==> config.mk <==
export PLATFORM = sky130hd
export DESIGN_NAME = bit_skip_branch_exec
export DESIGN_NICKNAME = d
export VERILOG_FILES = /design/src/bit_skip_pkg.sv /design/src/instr_classify.sv /design/src/bit_skip_branch_exec.sv
export VERILOG_INCLUDE_DIRS = /design/src
export SDC_FILE = /design/constraint.sdc
export NUM_CORES = 1
export LEC_CHECK = 0
export BUFFER_PORTS_ARGS = -buffer_cell sky130_fd_sc_hd__buf_2
export CAP_MARGIN = 40
export CORE_ASPECT_RATIO = 0.75
export CORE_UTILIZATION = 52
export DETAILED_ROUTE_END_ITERATION = 10
export PLACE_DENSITY = 0.91
export SLEW_MARGIN = 20
export SYNTH_ARGS = -nofsm -noshare
export SYNTH_HDL_FRONTEND = slang
export SYNTH_HIERARCHICAL = 1
export SYNTH_SLANG_ARGS = --single-unit
==> constraint.sdc <==
create_clock -name ref_clk -period 2.4 [get_ports ref_clk]
set_input_delay 0.36 -clock ref_clk [delete_from_list [all_inputs] [get_ports ref_clk]]
set_output_delay 0.36 -clock ref_clk [all_outputs]
set_load 0.03 [all_outputs]
==> src/bit_skip_params.svh <==
// Constants for the bit, skip and branch execute block.
// Operation
// RQ1 - Bit clear writes zero to chosen bit.
// RQ2 - Bit set writes one to chosen bit.
// RQ3 - Bit test skips next when bit clear.
// RQ4 - Taken skip replaces fetched word with no-op.
// RQ5 - Decrement subtracts one, flags untouched.
// RQ6 - Destination bit picks working or file register.
// RQ7 - Zero decrement result skips next instruction.
// RQ8 - Branch loads eleven-bit immediate into counter.
// RQ9 - Upper counter bits come from page latch.
// RQ10 - Branch always takes two cycles.
// RQ11 - Increment wraps and updates zero flag.
// RQ12 - Other words pass through without side effects.
`ifndef BIT_SKIP_PARAMS_SVH
`define BIT_SKIP_PARAMS_SVH
`define INSTR_W      14
`define DATA_W       8
`define FADDR_W      7
`define PC_W         13
`define BRANCH_W     11
`define BITOP_CLR    4'h4
`define BITOP_SET    4'h5
`define BITOP_TEST   4'h6
`define BYTEOP_INC   6'h0A
`define BYTEOP_DEC   6'h0B
`define BRANCH_OP    3'h5
`define DEST_POS     7
`define BITSEL_LO    7
`define PAGE_HI      4
`define PAGE_LO      3
`endif

==> src/bit_skip_pkg.sv <==
// Types shared by the bit, skip and branch execute block.
package bit_skip_pkg;
    typedef enum {
        OP_OTHER, OP_CLR, OP_SET, OP_TEST, OP_INC, OP_DEC, OP_BRANCH
    } op_t;
    typedef enum {
        EXEC_S, FLUSH_S
    } state_t;
endpackage

==> src/instr_classify.sv <==
// Splits a 14-bit instruction word into operation and operand fields.
`timescale 1ns/100ps
`include "bit_skip_params.svh"
module instr_classify (
    input  wire logic [`INSTR_W-1:0]   instrWord,
    output bit_skip_pkg::op_t          opKind,
    output logic      [`FADDR_W-1:0]   fileSel,
    output logic      [2:0]            bitSel,
    output logic                       destFile,
    output logic      [`BRANCH_W-1:0]  branchTarget
);
    wire logic [3:0] bitOpField  = instrWord[13:10];
    wire logic [5:0] byteOpField = instrWord[13:8];
    wire logic [2:0] brOpField   = instrWord[13:11];

    assign fileSel      = instrWord[`FADDR_W-1:0];
    assign bitSel       = instrWord[`BITSEL_LO+2:`BITSEL_LO];
    assign destFile     = instrWord[`DEST_POS];
    assign branchTarget = instrWord[`BRANCH_W-1:0];

    // Unmatched words classify as other so the executer leaves them alone.
    assign opKind = (bitOpField == `BITOP_CLR)   ? bit_skip_pkg::OP_CLR    :
                    (bitOpField == `BITOP_SET)   ? bit_skip_pkg::OP_SET    :
                    (bitOpField == `BITOP_TEST)  ? bit_skip_pkg::OP_TEST   :
                    (byteOpField == `BYTEOP_INC) ? bit_skip_pkg::OP_INC    :
                    (byteOpField == `BYTEOP_DEC) ? bit_skip_pkg::OP_DEC    :
                    (brOpField == `BRANCH_OP)    ? bit_skip_pkg::OP_BRANCH :
                                                   bit_skip_pkg::OP_OTHER;
endmodule

==> src/bit_skip_branch_exec.sv <==
// Executes bit clear, bit set, bit test, increment, decrement-skip and branch words.
`timescale 1ns/100ps
`include "bit_skip_params.svh"
module bit_skip_branch_exec (
    input  wire logic                  ref_clk,
    input  wire logic                  nrst,
    input  wire logic                  instrValid,
    input  wire logic [`INSTR_W-1:0]   instrWord,
    input  wire logic [`DATA_W-1:0]    fileRdData,
    input  wire logic [`DATA_W-1:0]    pageLatch,
    output logic      [`FADDR_W-1:0]   fileAddr,
    output logic                       fileWrEn_q,
    output logic                       workWrEn_q,
    output logic      [`DATA_W-1:0]    resultData_q,
    output logic      [`FADDR_W-1:0]   resultAddr_q,
    output logic                       zeroWrEn_q,
    output logic                       zeroVal_q,
    output logic                       pcLoad_q,
    output logic      [`PC_W-1:0]      pcTarget_q,
    output logic                       discard_q,
    output logic                       passValid_q,
    output logic      [`INSTR_W-1:0]   passWord_q
);
    bit_skip_pkg::op_t    opKind;
    bit_skip_pkg::state_t state_q;
    bit_skip_pkg::state_t state_d;
    logic [`FADDR_W-1:0]  fileSel;
    logic [2:0]           bitSel;
    logic                 destFile;
    logic [`BRANCH_W-1:0] branchTarget;

    instr_classify u_classify (
        .instrWord    (instrWord),
        .opKind       (opKind),
        .fileSel      (fileSel),
        .bitSel       (bitSel),
        .destFile     (destFile),
        .branchTarget (branchTarget)
    );

    function automatic logic [`DATA_W-1:0] bitMask(input logic [2:0] sel);
        bitMask = `DATA_W'(1) << sel;
    endfunction

    assign fileAddr = fileSel;

    // A word fetched during a skip or branch is executed as a no-op.
    wire logic execNow  = instrValid && (state_q == bit_skip_pkg::EXEC_S);
    wire logic isClr    = execNow && (opKind == bit_skip_pkg::OP_CLR);
    wire logic isSet    = execNow && (opKind == bit_skip_pkg::OP_SET);
    wire logic isTest   = execNow && (opKind == bit_skip_pkg::OP_TEST);
    wire logic isInc    = execNow && (opKind == bit_skip_pkg::OP_INC);
    wire logic isDec    = execNow && (opKind == bit_skip_pkg::OP_DEC);
    wire logic isBranch = execNow && (opKind == bit_skip_pkg::OP_BRANCH);
    wire logic isOther  = execNow && (opKind == bit_skip_pkg::OP_OTHER);

    wire logic [`DATA_W-1:0] mask    = bitMask(bitSel);
    wire logic [`DATA_W-1:0] clrData = fileRdData & ~mask; // RQ1
    wire logic [`DATA_W-1:0] setData = fileRdData | mask; // RQ2
    wire logic [`DATA_W-1:0] incData = fileRdData + `DATA_W'(1); // RQ11
    wire logic [`DATA_W-1:0] decData = fileRdData - `DATA_W'(1); // RQ5
    wire logic testSkip = isTest && ((fileRdData & mask) == '0); // RQ3
    wire logic decSkip  = isDec && (decData == '0); // RQ7
    wire logic skipNext = testSkip || decSkip || isBranch; // RQ4 RQ10

    wire logic [`DATA_W-1:0] resultData_d =
        isClr ? clrData :
        isSet ? setData :
        isInc ? incData :
        isDec ? decData : resultData_q;
    wire logic fileWrEn_d = isClr || isSet || ((isInc || isDec) && destFile); // RQ6
    wire logic workWrEn_d = (isInc || isDec) && !destFile; // RQ6
    wire logic [`PC_W-1:0] pcTarget_d =
        {pageLatch[`PAGE_HI:`PAGE_LO], branchTarget}; // RQ8 RQ9

    always_comb begin
        case (state_q)
            bit_skip_pkg::EXEC_S: state_d = skipNext ? bit_skip_pkg::FLUSH_S
                                                     : bit_skip_pkg::EXEC_S;
            bit_skip_pkg::FLUSH_S: state_d = instrValid ? bit_skip_pkg::EXEC_S
                                                        : bit_skip_pkg::FLUSH_S;
            default: state_d = bit_skip_pkg::EXEC_S;
        endcase
    end

    always_ff @(posedge ref_clk or negedge nrst) begin
        if (!nrst) begin
            state_q <= bit_skip_pkg::EXEC_S;
        end else begin
            state_q <= state_d;
        end
    end

    always_ff @(posedge ref_clk or negedge nrst) begin
        if (!nrst) begin
            fileWrEn_q   <= 1'b0;
            workWrEn_q   <= 1'b0;
            resultData_q <= 8'h00;
            resultAddr_q <= 7'h00;
        end else begin
            fileWrEn_q   <= fileWrEn_d;
            workWrEn_q   <= workWrEn_d;
            resultData_q <= resultData_d;
            resultAddr_q <= fileSel;
        end
    end

    // Only increment touches the zero flag; the rest leave status alone.
    always_ff @(posedge ref_clk or negedge nrst) begin
        if (!nrst) begin
            zeroWrEn_q <= 1'b0;
            zeroVal_q  <= 1'b0;
        end else begin
            zeroWrEn_q <= isInc; // RQ11
            zeroVal_q  <= (incData == '0); // RQ11
        end
    end

    always_ff @(posedge ref_clk or negedge nrst) begin
        if (!nrst) begin
            pcLoad_q   <= 1'b0;
            pcTarget_q <= 13'h0000;
            discard_q  <= 1'b0;
        end else begin
            pcLoad_q   <= isBranch; // RQ8
            pcTarget_q <= isBranch ? pcTarget_d : pcTarget_q; // RQ9
            discard_q  <= skipNext; // RQ4
        end
    end

    always_ff @(posedge ref_clk or negedge nrst) begin
        if (!nrst) begin
            passValid_q <= 1'b0;
            passWord_q  <= 14'h0000;
        end else begin
            passValid_q <= isOther; // RQ12
            passWord_q  <= isOther ? instrWord : passWord_q; // RQ12
        end
    end

    clr_write_a: assert property ( // RQ1
        @(posedge ref_clk) disable iff (!nrst)
        isClr |=> fileWrEn_q && !zeroWrEn_q
                  && resultData_q == ($past(fileRdData) & ~$past(mask)))
        else $error("Bit clear did not write the cleared bit.");

    set_write_a: assert property ( // RQ2
        @(posedge ref_clk) disable iff (!nrst)
        isSet |=> fileWrEn_q && !zeroWrEn_q
                  && resultData_q == ($past(fileRdData) | $past(mask)))
        else $error("Bit set did not write the set bit.");

    test_skip_a: assert property ( // RQ3
        @(posedge ref_clk) disable iff (!nrst)
        isTest |=> discard_q == (($past(fileRdData) & $past(mask)) == 8'h00)
                   && !fileWrEn_q && !workWrEn_q && !zeroWrEn_q)
        else $error("Bit test skip decision wrong.");

    skip_nop_a: assert property ( // RQ4
        @(posedge ref_clk) disable iff (!nrst)
        discard_q |-> state_q == bit_skip_pkg::FLUSH_S
                      ##1 (!fileWrEn_q && !workWrEn_q && !pcLoad_q && !passValid_q))
        else $error("Discarded word had an effect.");

    dec_value_a: assert property ( // RQ5
        @(posedge ref_clk) disable iff (!nrst)
        isDec |=> !zeroWrEn_q && resultData_q == $past(fileRdData) - 8'h01)
        else $error("Decrement result or flag wrong.");

    dest_select_a: assert property ( // RQ6
        @(posedge ref_clk) disable iff (!nrst)
        (isInc || isDec) |=> fileWrEn_q == $past(destFile)
                             && workWrEn_q == !$past(destFile))
        else $error("Destination select wrong.");

    dec_skip_a: assert property ( // RQ7
        @(posedge ref_clk) disable iff (!nrst)
        isDec |=> discard_q == ($past(fileRdData) == 8'h01))
        else $error("Decrement skip decision wrong.");

    branch_target_a: assert property ( // RQ8
        @(posedge ref_clk) disable iff (!nrst)
        isBranch |=> pcLoad_q && pcTarget_q[10:0] == $past(branchTarget))
        else $error("Branch low target bits wrong.");

    branch_page_a: assert property ( // RQ9
        @(posedge ref_clk) disable iff (!nrst)
        isBranch |=> pcTarget_q[12:11] == $past(pageLatch[4:3]))
        else $error("Branch page bits wrong.");

    branch_cycles_a: assert property ( // RQ10
        @(posedge ref_clk) disable iff (!nrst)
        isBranch |=> discard_q ##1 !pcLoad_q)
        else $error("Branch did not take two cycles.");

    inc_zero_a: assert property ( // RQ11
        @(posedge ref_clk) disable iff (!nrst)
        isInc |=> zeroWrEn_q && !discard_q
                  && zeroVal_q == ($past(fileRdData) == 8'hFF)
                  && resultData_q == $past(fileRdData) + 8'h01)
        else $error("Increment result or zero flag wrong.");

    other_pass_a: assert property ( // RQ12
        @(posedge ref_clk) disable iff (!nrst)
        isOther |=> passValid_q && passWord_q == $past(instrWord) && !fileWrEn_q
                    && !workWrEn_q && !zeroWrEn_q && !pcLoad_q && !discard_q)
        else $error("Other word was not passed cleanly.");

    // A discard that sees no word yet must wait, so the next word fetched is still dropped.
    flush_hold_a: assert property ( // RQ4
        @(posedge ref_clk) disable iff (!nrst)
        state_q == bit_skip_pkg::FLUSH_S && !instrValid |=> state_q == bit_skip_pkg::FLUSH_S)
        else $error("Discard state left before a word arrived.");

    flush_quiet_a: assert property ( // RQ4
        @(posedge ref_clk) disable iff (!nrst)
        state_q == bit_skip_pkg::FLUSH_S |=> !fileWrEn_q && !workWrEn_q && !zeroWrEn_q
                                             && !pcLoad_q && !discard_q && !passValid_q)
        else $error("Word in discard state had an effect.");

    zero_owner_a: assert property ( // RQ5
        @(posedge ref_clk) disable iff (!nrst)
        zeroWrEn_q |-> $past(opKind) == bit_skip_pkg::OP_INC)
        else $error("Zero flag touched by a word other than increment.");
endmodule

==> reports/metrics.csv, run 1 <==
stage,metric,value,unit
outcome,outcome,"complete, no violations",
floorplanning,die-area,0.00612,mm2
pwr,ir_worst_vdd,0.000353,V
setup_path,worstPathBufferInverterCount,0,
setup_path,cp-startpoint,state_q[0]$_DFF_PN0_,
job,maxCapViolCount,0,
finish,fin_nets,426,
clock_network,cts_buffer_depth,2,
clock_network,cts_tree,built,
setup_path,crit_path_end_kind,register,
setup_path,cp_max_fo,7,
sta,clock.fmax,446,MHz
floorplanning,start_util,0.552,
placement,place_congestion,0.843,
setup_path,crit_path_cell_trace,nor4_2 > nand4_1 > nor4_4 > mux2i_1 > xor2_1 > a211oi_1,
sta,period_needed,2.24,ns
floorplanning,die_w,90.0,um
synthesis,synth-seq-cells,50,
global_route,track_usage,0.210,
global_route,antenna_found_initial,0,
sta,fin_crit_sh,0.934,
sta,hold_viol_final,0,
detailed_routing,drc_errors,0,
synthesis,yosysSeqAreaShare,0.414,
finish,drive_gt1_frac,0.335,
placement,io_buffers,82,
detailed_routing,antenna_left,0,
worst_hold_path,min_path_type,input pin to register,
pwr,swShare,0.277,
floorplanning,row_count,23,
pwr,pwr-share-clk,0.314,
clock_network,cts-htree-levels,2,
pwr,p_int,1.14,mW
floorplanning,pin_count,89,
sta,slew_headroom,0.528,
clock_network,post_cts_buffers,0,
finish,layout.cells.non_filler,466,
clock_network,cts-resized-gates,0,
global_route,overflow,0,
clock_network,clk_latency,0.30,ns
synthesis,ys_types,40,
detailed_routing,vias,2336,
setup_path,timing.rr.start,state_q[0]$_DFF_PN0_,
synthesis,async_flop_share,1.00,
finish,layout_common_cells,"buf_2, nand2_1, dfrtp_1, conb_1, nor2_1",
finish,syn2layout_area_growth,13.2,%
finish,final_util,0.625,
pwr,switching_power,0.436,mW
global_route,grt_pass1_vias,2139,
finish,final_common_cell,buf_2,
detailed_routing,wl,6290,um
worst_hold_path,min-delay-start,instrWord[3],
synthesis,yosysWarnings,6,
clock_network,holdBufCountCts,1,
pwr,combPwrFrac,0.146,
placement,placed_cells,457,
clock_network,clock-sinks,50,
synthesis,syn_area_per_cell,9.35,um2
setup_path,arrival,2.46,ns
clock_network,clkTransAtPathRegs,0.10,ns
setup_path,worstSetupPathType,register to register,
detailed_routing,wire_per_inst,13.5,um
floorplanning,die_h,68.0,um
synthesis,syn_area,0.00302,mm2
pwr,p_per_area,460,mW/mm2
synthesis,synth_edf_count,0,
setup_path,crit_path_top_delay_cell,nor4_4,
synthesis,synth_cells,323,
floorplanning,core-area,0.00547,mm2
placement,hpwl,4850,um
sta,setup_viol,0,
sta,rsz0062_at_grt,no,
setup_path,cpPeakStageDelay,0.67,ns
setup_path,cp-start-kind,register,
finish,diodes,0,
pwr,p_seq_frac,0.540,
synthesis,synth_flop_cell,dfrtp_1,
detailed_routing,detail_route.vias_per_cell,5.01,
clock_network,cts_inserted_buffers,5,
detailed_routing,first_iter_violations,120,
sta,drv_slew,0,
setup_path,cp.required,2.62,ns
pwr,leakage,1.85,nW
global_route,grt_pass1_wl,10000,um
sta,worstMarginPinSlew,0.704,ns
clock_network,clockRootBuffer,clkbuf_8,
sta,skew,0.0107,ns
global_route,grt_max_degree,37,
detailed_routing,firstDrtPassIters,4,
setup_path,crit_family,simple AND/OR/NAND/NOR gates,
-- cell families (layout without fill, tap and decap cells) --
kind of cell / count (synthesis) / after routing / share of synthesized area
adder cells (fa/ha/maj): 3 / 3 / 0.0124
AND/OR/NAND/NOR: 129 / 129 / 0.216
AO/OA/AOI/OAI: 29 / 29 / 0.0622
multiplexers: 29 / 29 / 0.111
other: 1 / 29 / 0.00124
flip-flops: 50 / 50 / 0.414
buffers and inverters: 72 / 112 / 0.154
XOR/XNOR: 10 / 10 / 0.0290
-- worst paths after layout --
path / depth (start not counted) / endpoint / slack [ns]
min: 1 / resultAddr_q[3]$_DFF_PN0_ / 0.19
min reg2reg: 2 / pcTarget_q[4]$_DFFE_PN0P_ / 0.47
max reg2reg: 6 / resultData_q[5]$_DFFE_PN0P_ / 0.16
max in group asynchronous: 3 / pcTarget_q[10]$_DFFE_PN0P_ / 1.11
max: 6 / resultData_q[5]$_DFFE_PN0P_ / 0.16
min in group asynchronous: 2 / zeroWrEn_q$_DFF_PN0_ / 0.52
-- worst register-to-register path: stages (launching register included) --
cell,delay [ns]
dfrtp_1,0.40
nor4_2,0.21
nand4_1,0.24
nor4_4,0.67
mux2i_1,0.33
xor2_1,0.09
a211oi_1,0.23
-- power groups by stage --
stage / Sequential (mW) / Combinational [mW] / Clock [mW]
2_1_floorplan: 0.879 / 0.178 / 0
3_3_place_gp: 0.865 / 0.218 / 0
3_5_place_dp: 0.866 / 0.225 / 0
4_1_cts: 0.849 / 0.228 / 0.511
5_1_grt: 0.850 / 0.255 / 0.535
6_report: 0.849 / 0.229 / 0.495
-- area by class of cell --
class	count	area [um2]
inverter	5	18.8
clock buffer	5	68.8
timing repair buffer	99	553
multi-input combinational	229	1410
clock inverter	3	23.8
sequential	50	1250
tap	75	93.8
fill	484	2050
-- cell usage after synthesis, drive strengths merged (2+ instances only) --
cell type  instances  area [um2]
nor4              11         109
nor2              27         101
o21ai              3        15.0
nand2             52         195
nor3               5        25.0
nor3b              3        22.5
clkbuf            13        48.8
xor2               7        61.3
mux4               2        45.0
ha                 3        37.5
and3               6        37.5
mux2              15         169
xnor2              3        26.3
mux2i             12         120
a31oi              2        12.5
nand2b             3        18.8
nand3              7        35.0
nor2b              4        25.0
a211oi             5        37.5
o31ai              2        20.0
inv                5        18.8
nand4              2        12.5
a21oi             10        50.1
o22ai              3        18.8
dfrtp             50        1250
nand3b             3        22.5
or3                3        18.8
buf               54         398
-- registers in the layout, summed over array words and instances (netlist names) --
| name | cells |
|---|---|
| resultAddr_q | 7 |
| state_q | 1 |
| workWrEn_q | 1 |
| resultData_q | 8 |
| pcTarget_q | 13 |
| zeroWrEn_q | 1 |
| fileWrEn_q | 1 |
| pcLoad_q | 1 |
| discard_q | 1 |
| passValid_q | 1 |
| passWord_q | 14 |
| zeroVal_q | 1 |
-- routing by layer --
metal / part of all wire / track usage / vias up
met1: 0.45 / 0.284 / 1107
met3: 0.066 / 0.0478 / 0
met5: 0 / 0 / -
li1: - / - / 1143
met4: 0 / 0.0363 / 0
met2: 0.48 / 0.356 / 86
-- metrics by stage --
stage | hold WS, ns | setup TNS, ns | worst slack, ns | power, mW | instance area, um2
global route | 0.191 | 0 | 0.0540 | 1.64 | 3420
global placement | 0.290 | 0 | 0.128 | 1.08 | 3310
finish | 0.192 | 0 | 0.159 | 1.57 | 3420
detailed placement | 0.313 | -0.00288 | -0.00288 | 1.09 | 3310
CTS | 0.184 | 0 | 0.131 | 1.59 | 3420
floorplan | 0.0644 | 0 | 0.218 | 1.06 | 3120
Power figures use the tool's default switching activity.
==> run 2, diff against run 1 <==
- CORE_UTILIZATION: 52 -> 47
- GPL_ROUTABILITY_DRIVEN: unset -> 0
- PLACE_DENSITY: 0.91 -> 0.88
- clock period: 2.4 -> 1.9 ns (I/O delays scaled with it)
==> run 2 against run 1 <==
Net effect:
- the flow now finishes with violations (setup timing)
- register-to-register slack worse by 0.26 ns
- flip-flop and latch count stayed put
- core utilization shrank 2.8 points
- die area increased by 10%
- design area up 4.8%
- sequential share of layout area decreased by 1.7 points
- global-route usage decreased by 0.63 points
- wire length up 6.4%
- largest cell class unchanged
- largest power group unchanged
==> reports/metrics.csv, run 2 (synthesis gave the netlist of run 1 again) <==
stage,metric,value,unit
setup_path,timing.rr.start,state_q[0]$_DFF_PN0_,
setup_path,cpPeakStageDelay,0.41,ns
pwr,p_per_area,569,mW/mm2
setup_path,worstPathBufferInverterCount,2,
detailed_routing,antenna_left,0,
clock_network,clk_latency,0.31,ns
detailed_routing,firstDrtPassIters,5,
placement,io_buffers,82,
finish,max_flop_register,passWord_q,
setup_path,crit_family,simple AND/OR/NAND/NOR gates,
floorplanning,pin_count,89,
finish,largest_reg_flops,14,
outcome,violations,setup timing,
global_route,overflow,0,
sta,skew,0.0111,ns
setup_path,cp_max_fo,7,
setup_path,cp_num_cells,8,
sta,clock.fmax,500,MHz
setup_path,worstSetupPathType,register to register,
sta,fin_crit_sh,1.05,
clock_network,cts_inserted_buffers,5,
detailed_routing,wire_per_inst,13.8,um
global_route,grt_most_used_layer,met2,
clock_network,cts-htree-levels,2,
sta,rsz0062_at_grt,yes,
worst_hold_path,min-delay-start,instrWord[6],
sta,final.hold.worst_slack,0.108,ns
clock_network,clock-sinks,50,
sta,layout_setup_ws,-0.0999,ns
setup_path,crit_path_end_kind,register,
setup_path,crit_path_top_delay_cell,dfrtp_1,
setup_path,arrival,2.19,ns
finish,drive_gt1_frac,0.379,
detailed_routing,drc_errors,0,
global_route,grt_pass1_vias,2268,
setup_path,reg2regPathDepth,8,
finish,layout.cells.non_filler,484,
worst_hold_path,min_to,resultAddr_q[6]$_DFF_PN0_,
global_route,met3_usage,0.0393,
finish,fin_nets,441,
worst_hold_path,min_path_type,input pin to register,
detailed_routing,vias,2469,
finish,final_common_cell,buf_2,
sta,drv_slew,0,
setup_path,rrSetupSlack,-0.1,ns
sta,hold_viol_final,0,
detailed_routing,first_iter_violations,148,
global_route,antenna_found_initial,0,
placement,placed_cells,473,
pwr,ir_worst_vdd,0.000332,V
floorplanning,core-area,0.00601,mm2
setup_path,cp.required,2.09,ns
finish,layout_common_cells,"buf_2, nand2_1, dfrtp_1, buf_4, conb_1",
global_route,grtUsageMet1,0.271,
pwr,leakage,1.94,nW
finish,diodes,0,
clock_network,clkTransAtPathRegs,0.10,ns
floorplanning,die_h,71.4,um
job,maxCapViolCount,0,
finish,nFillCells,520,
sta,period_needed,2.00,ns
clock_network,clockRootBuffer,clkbuf_8,
global_route,grtUsageMet2,0.344,
clock_network,cts_buffer_depth,2,
global_route,grt_pass1_wl,10700,um
global_route,track_usage,0.203,
global_route,grt_max_degree,23,
detailed_routing,wl,6700,um
setup_path,cp-startpoint,state_q[0]$_DFF_PN0_,
floorplanning,die_w,94.5,um
placement,place_area,0.00343,mm2
finish,reg.largest.list,"passWord_q: 14 flops, pcTarget_q: 13 flops, resultData_q: 8 flops",
floorplanning,row_count,24,
pwr,total_power,2.04,mW
finish,syn2layout_area_growth,18.6,%
setup_path,cp-start-kind,register,
floorplanning,start_util,0.503,
sta,fin_tns_setup,-0.394,ns
detailed_routing,detail_route.vias_per_cell,5.10,
finish,design_area,0.00358,mm2
outcome,outcome,finished with violations,
sta,setup_viol,8,
setup_path,timing.rr.end,resultData_q[6]$_DFFE_PN0P_,
floorplanning,die-area,0.00675,mm2
worst_hold_path,hold_depth,1,
setup_path,crit_path_cell_trace,nor4_2 > nand4_1 > buf_4 > nor4_4 > buf_6 > mux2i_2 > xor2_1 > a211oi_2,
placement,hpwl,5110,um
clock_network,cts_tree,built,
==> run 2: cell count changes in the layout (fill, tap and decap cells not counted), sizes merged <==
cell	before	now
clkinv	0	2
buf	98	113
clkinvlp	2	0
==> run 2: metrics by stage <==
step,worst slack [ns],utilization
6_report,-0.0999,0.596
2_1_floorplan,-0.0732,-
3_5_place_dp,-0.175,0.571
5_1_grt,-0.168,0.596
4_1_cts,-0.118,0.593
3_3_place_gp,-0.125,0.571
==> run 2: worst max path at each step <==
stage,endpoint,slack [ns]
floorplan,resultData_q[1]$_DFFE_PN0P_,-0.07
global placement,resultData_q[0]$_DFFE_PN0P_,-0.13
detailed placement,resultData_q[6]$_DFFE_PN0P_,-0.18
CTS,resultData_q[0]$_DFFE_PN0P_,-0.12
global route,resultData_q[5]$_DFFE_PN0P_,-0.17
finish,resultData_q[6]$_DFFE_PN0P_,-0.1
==> run 2: layout make-up <==
| class | count | area [um2] | share of cell area |
|---|---|---|---|
| clock buffers | 5 | 68.8 | 0.0192 |
| clock inverters | 3 | 28.8 | 0.00803 |
| inverters | 5 | 18.8 | 0.00524 |
| multi-input cells | 229 | 1450 | 0.404 |
| flip-flops and latches | 50 | 1250 | 0.349 |
| well taps | 78 | 97.6 | 0.0272 |
| repair buffers | 114 | 669 | 0.187 |
==> run 2: repair_timing <==
action	4_1_cts	5_1_grt
setup buffers	2	0
hold buffers	1	0
gates resized for setup	3	4
endpoints found under the setup margin	8	36
pin swaps	2	0
hold endpoints to repair	20	0
==> run 2: metal layers <==
layer  wire, um  up-vias
met5          0        -
met2       3320       86
met4         53        0
met3        434        7
li1           -     1181
met1       2890     1195
==> run 2: power by group <==
part / switching, mW / internal [mW] / total, mW
Sequential: 0.00166 / 1.07 / 1.07
Combinational: 0.198 / 0.117 / 0.315
Clock: 0.378 / 0.273 / 0.651
Total: 0.577 / 1.46 / 2.04
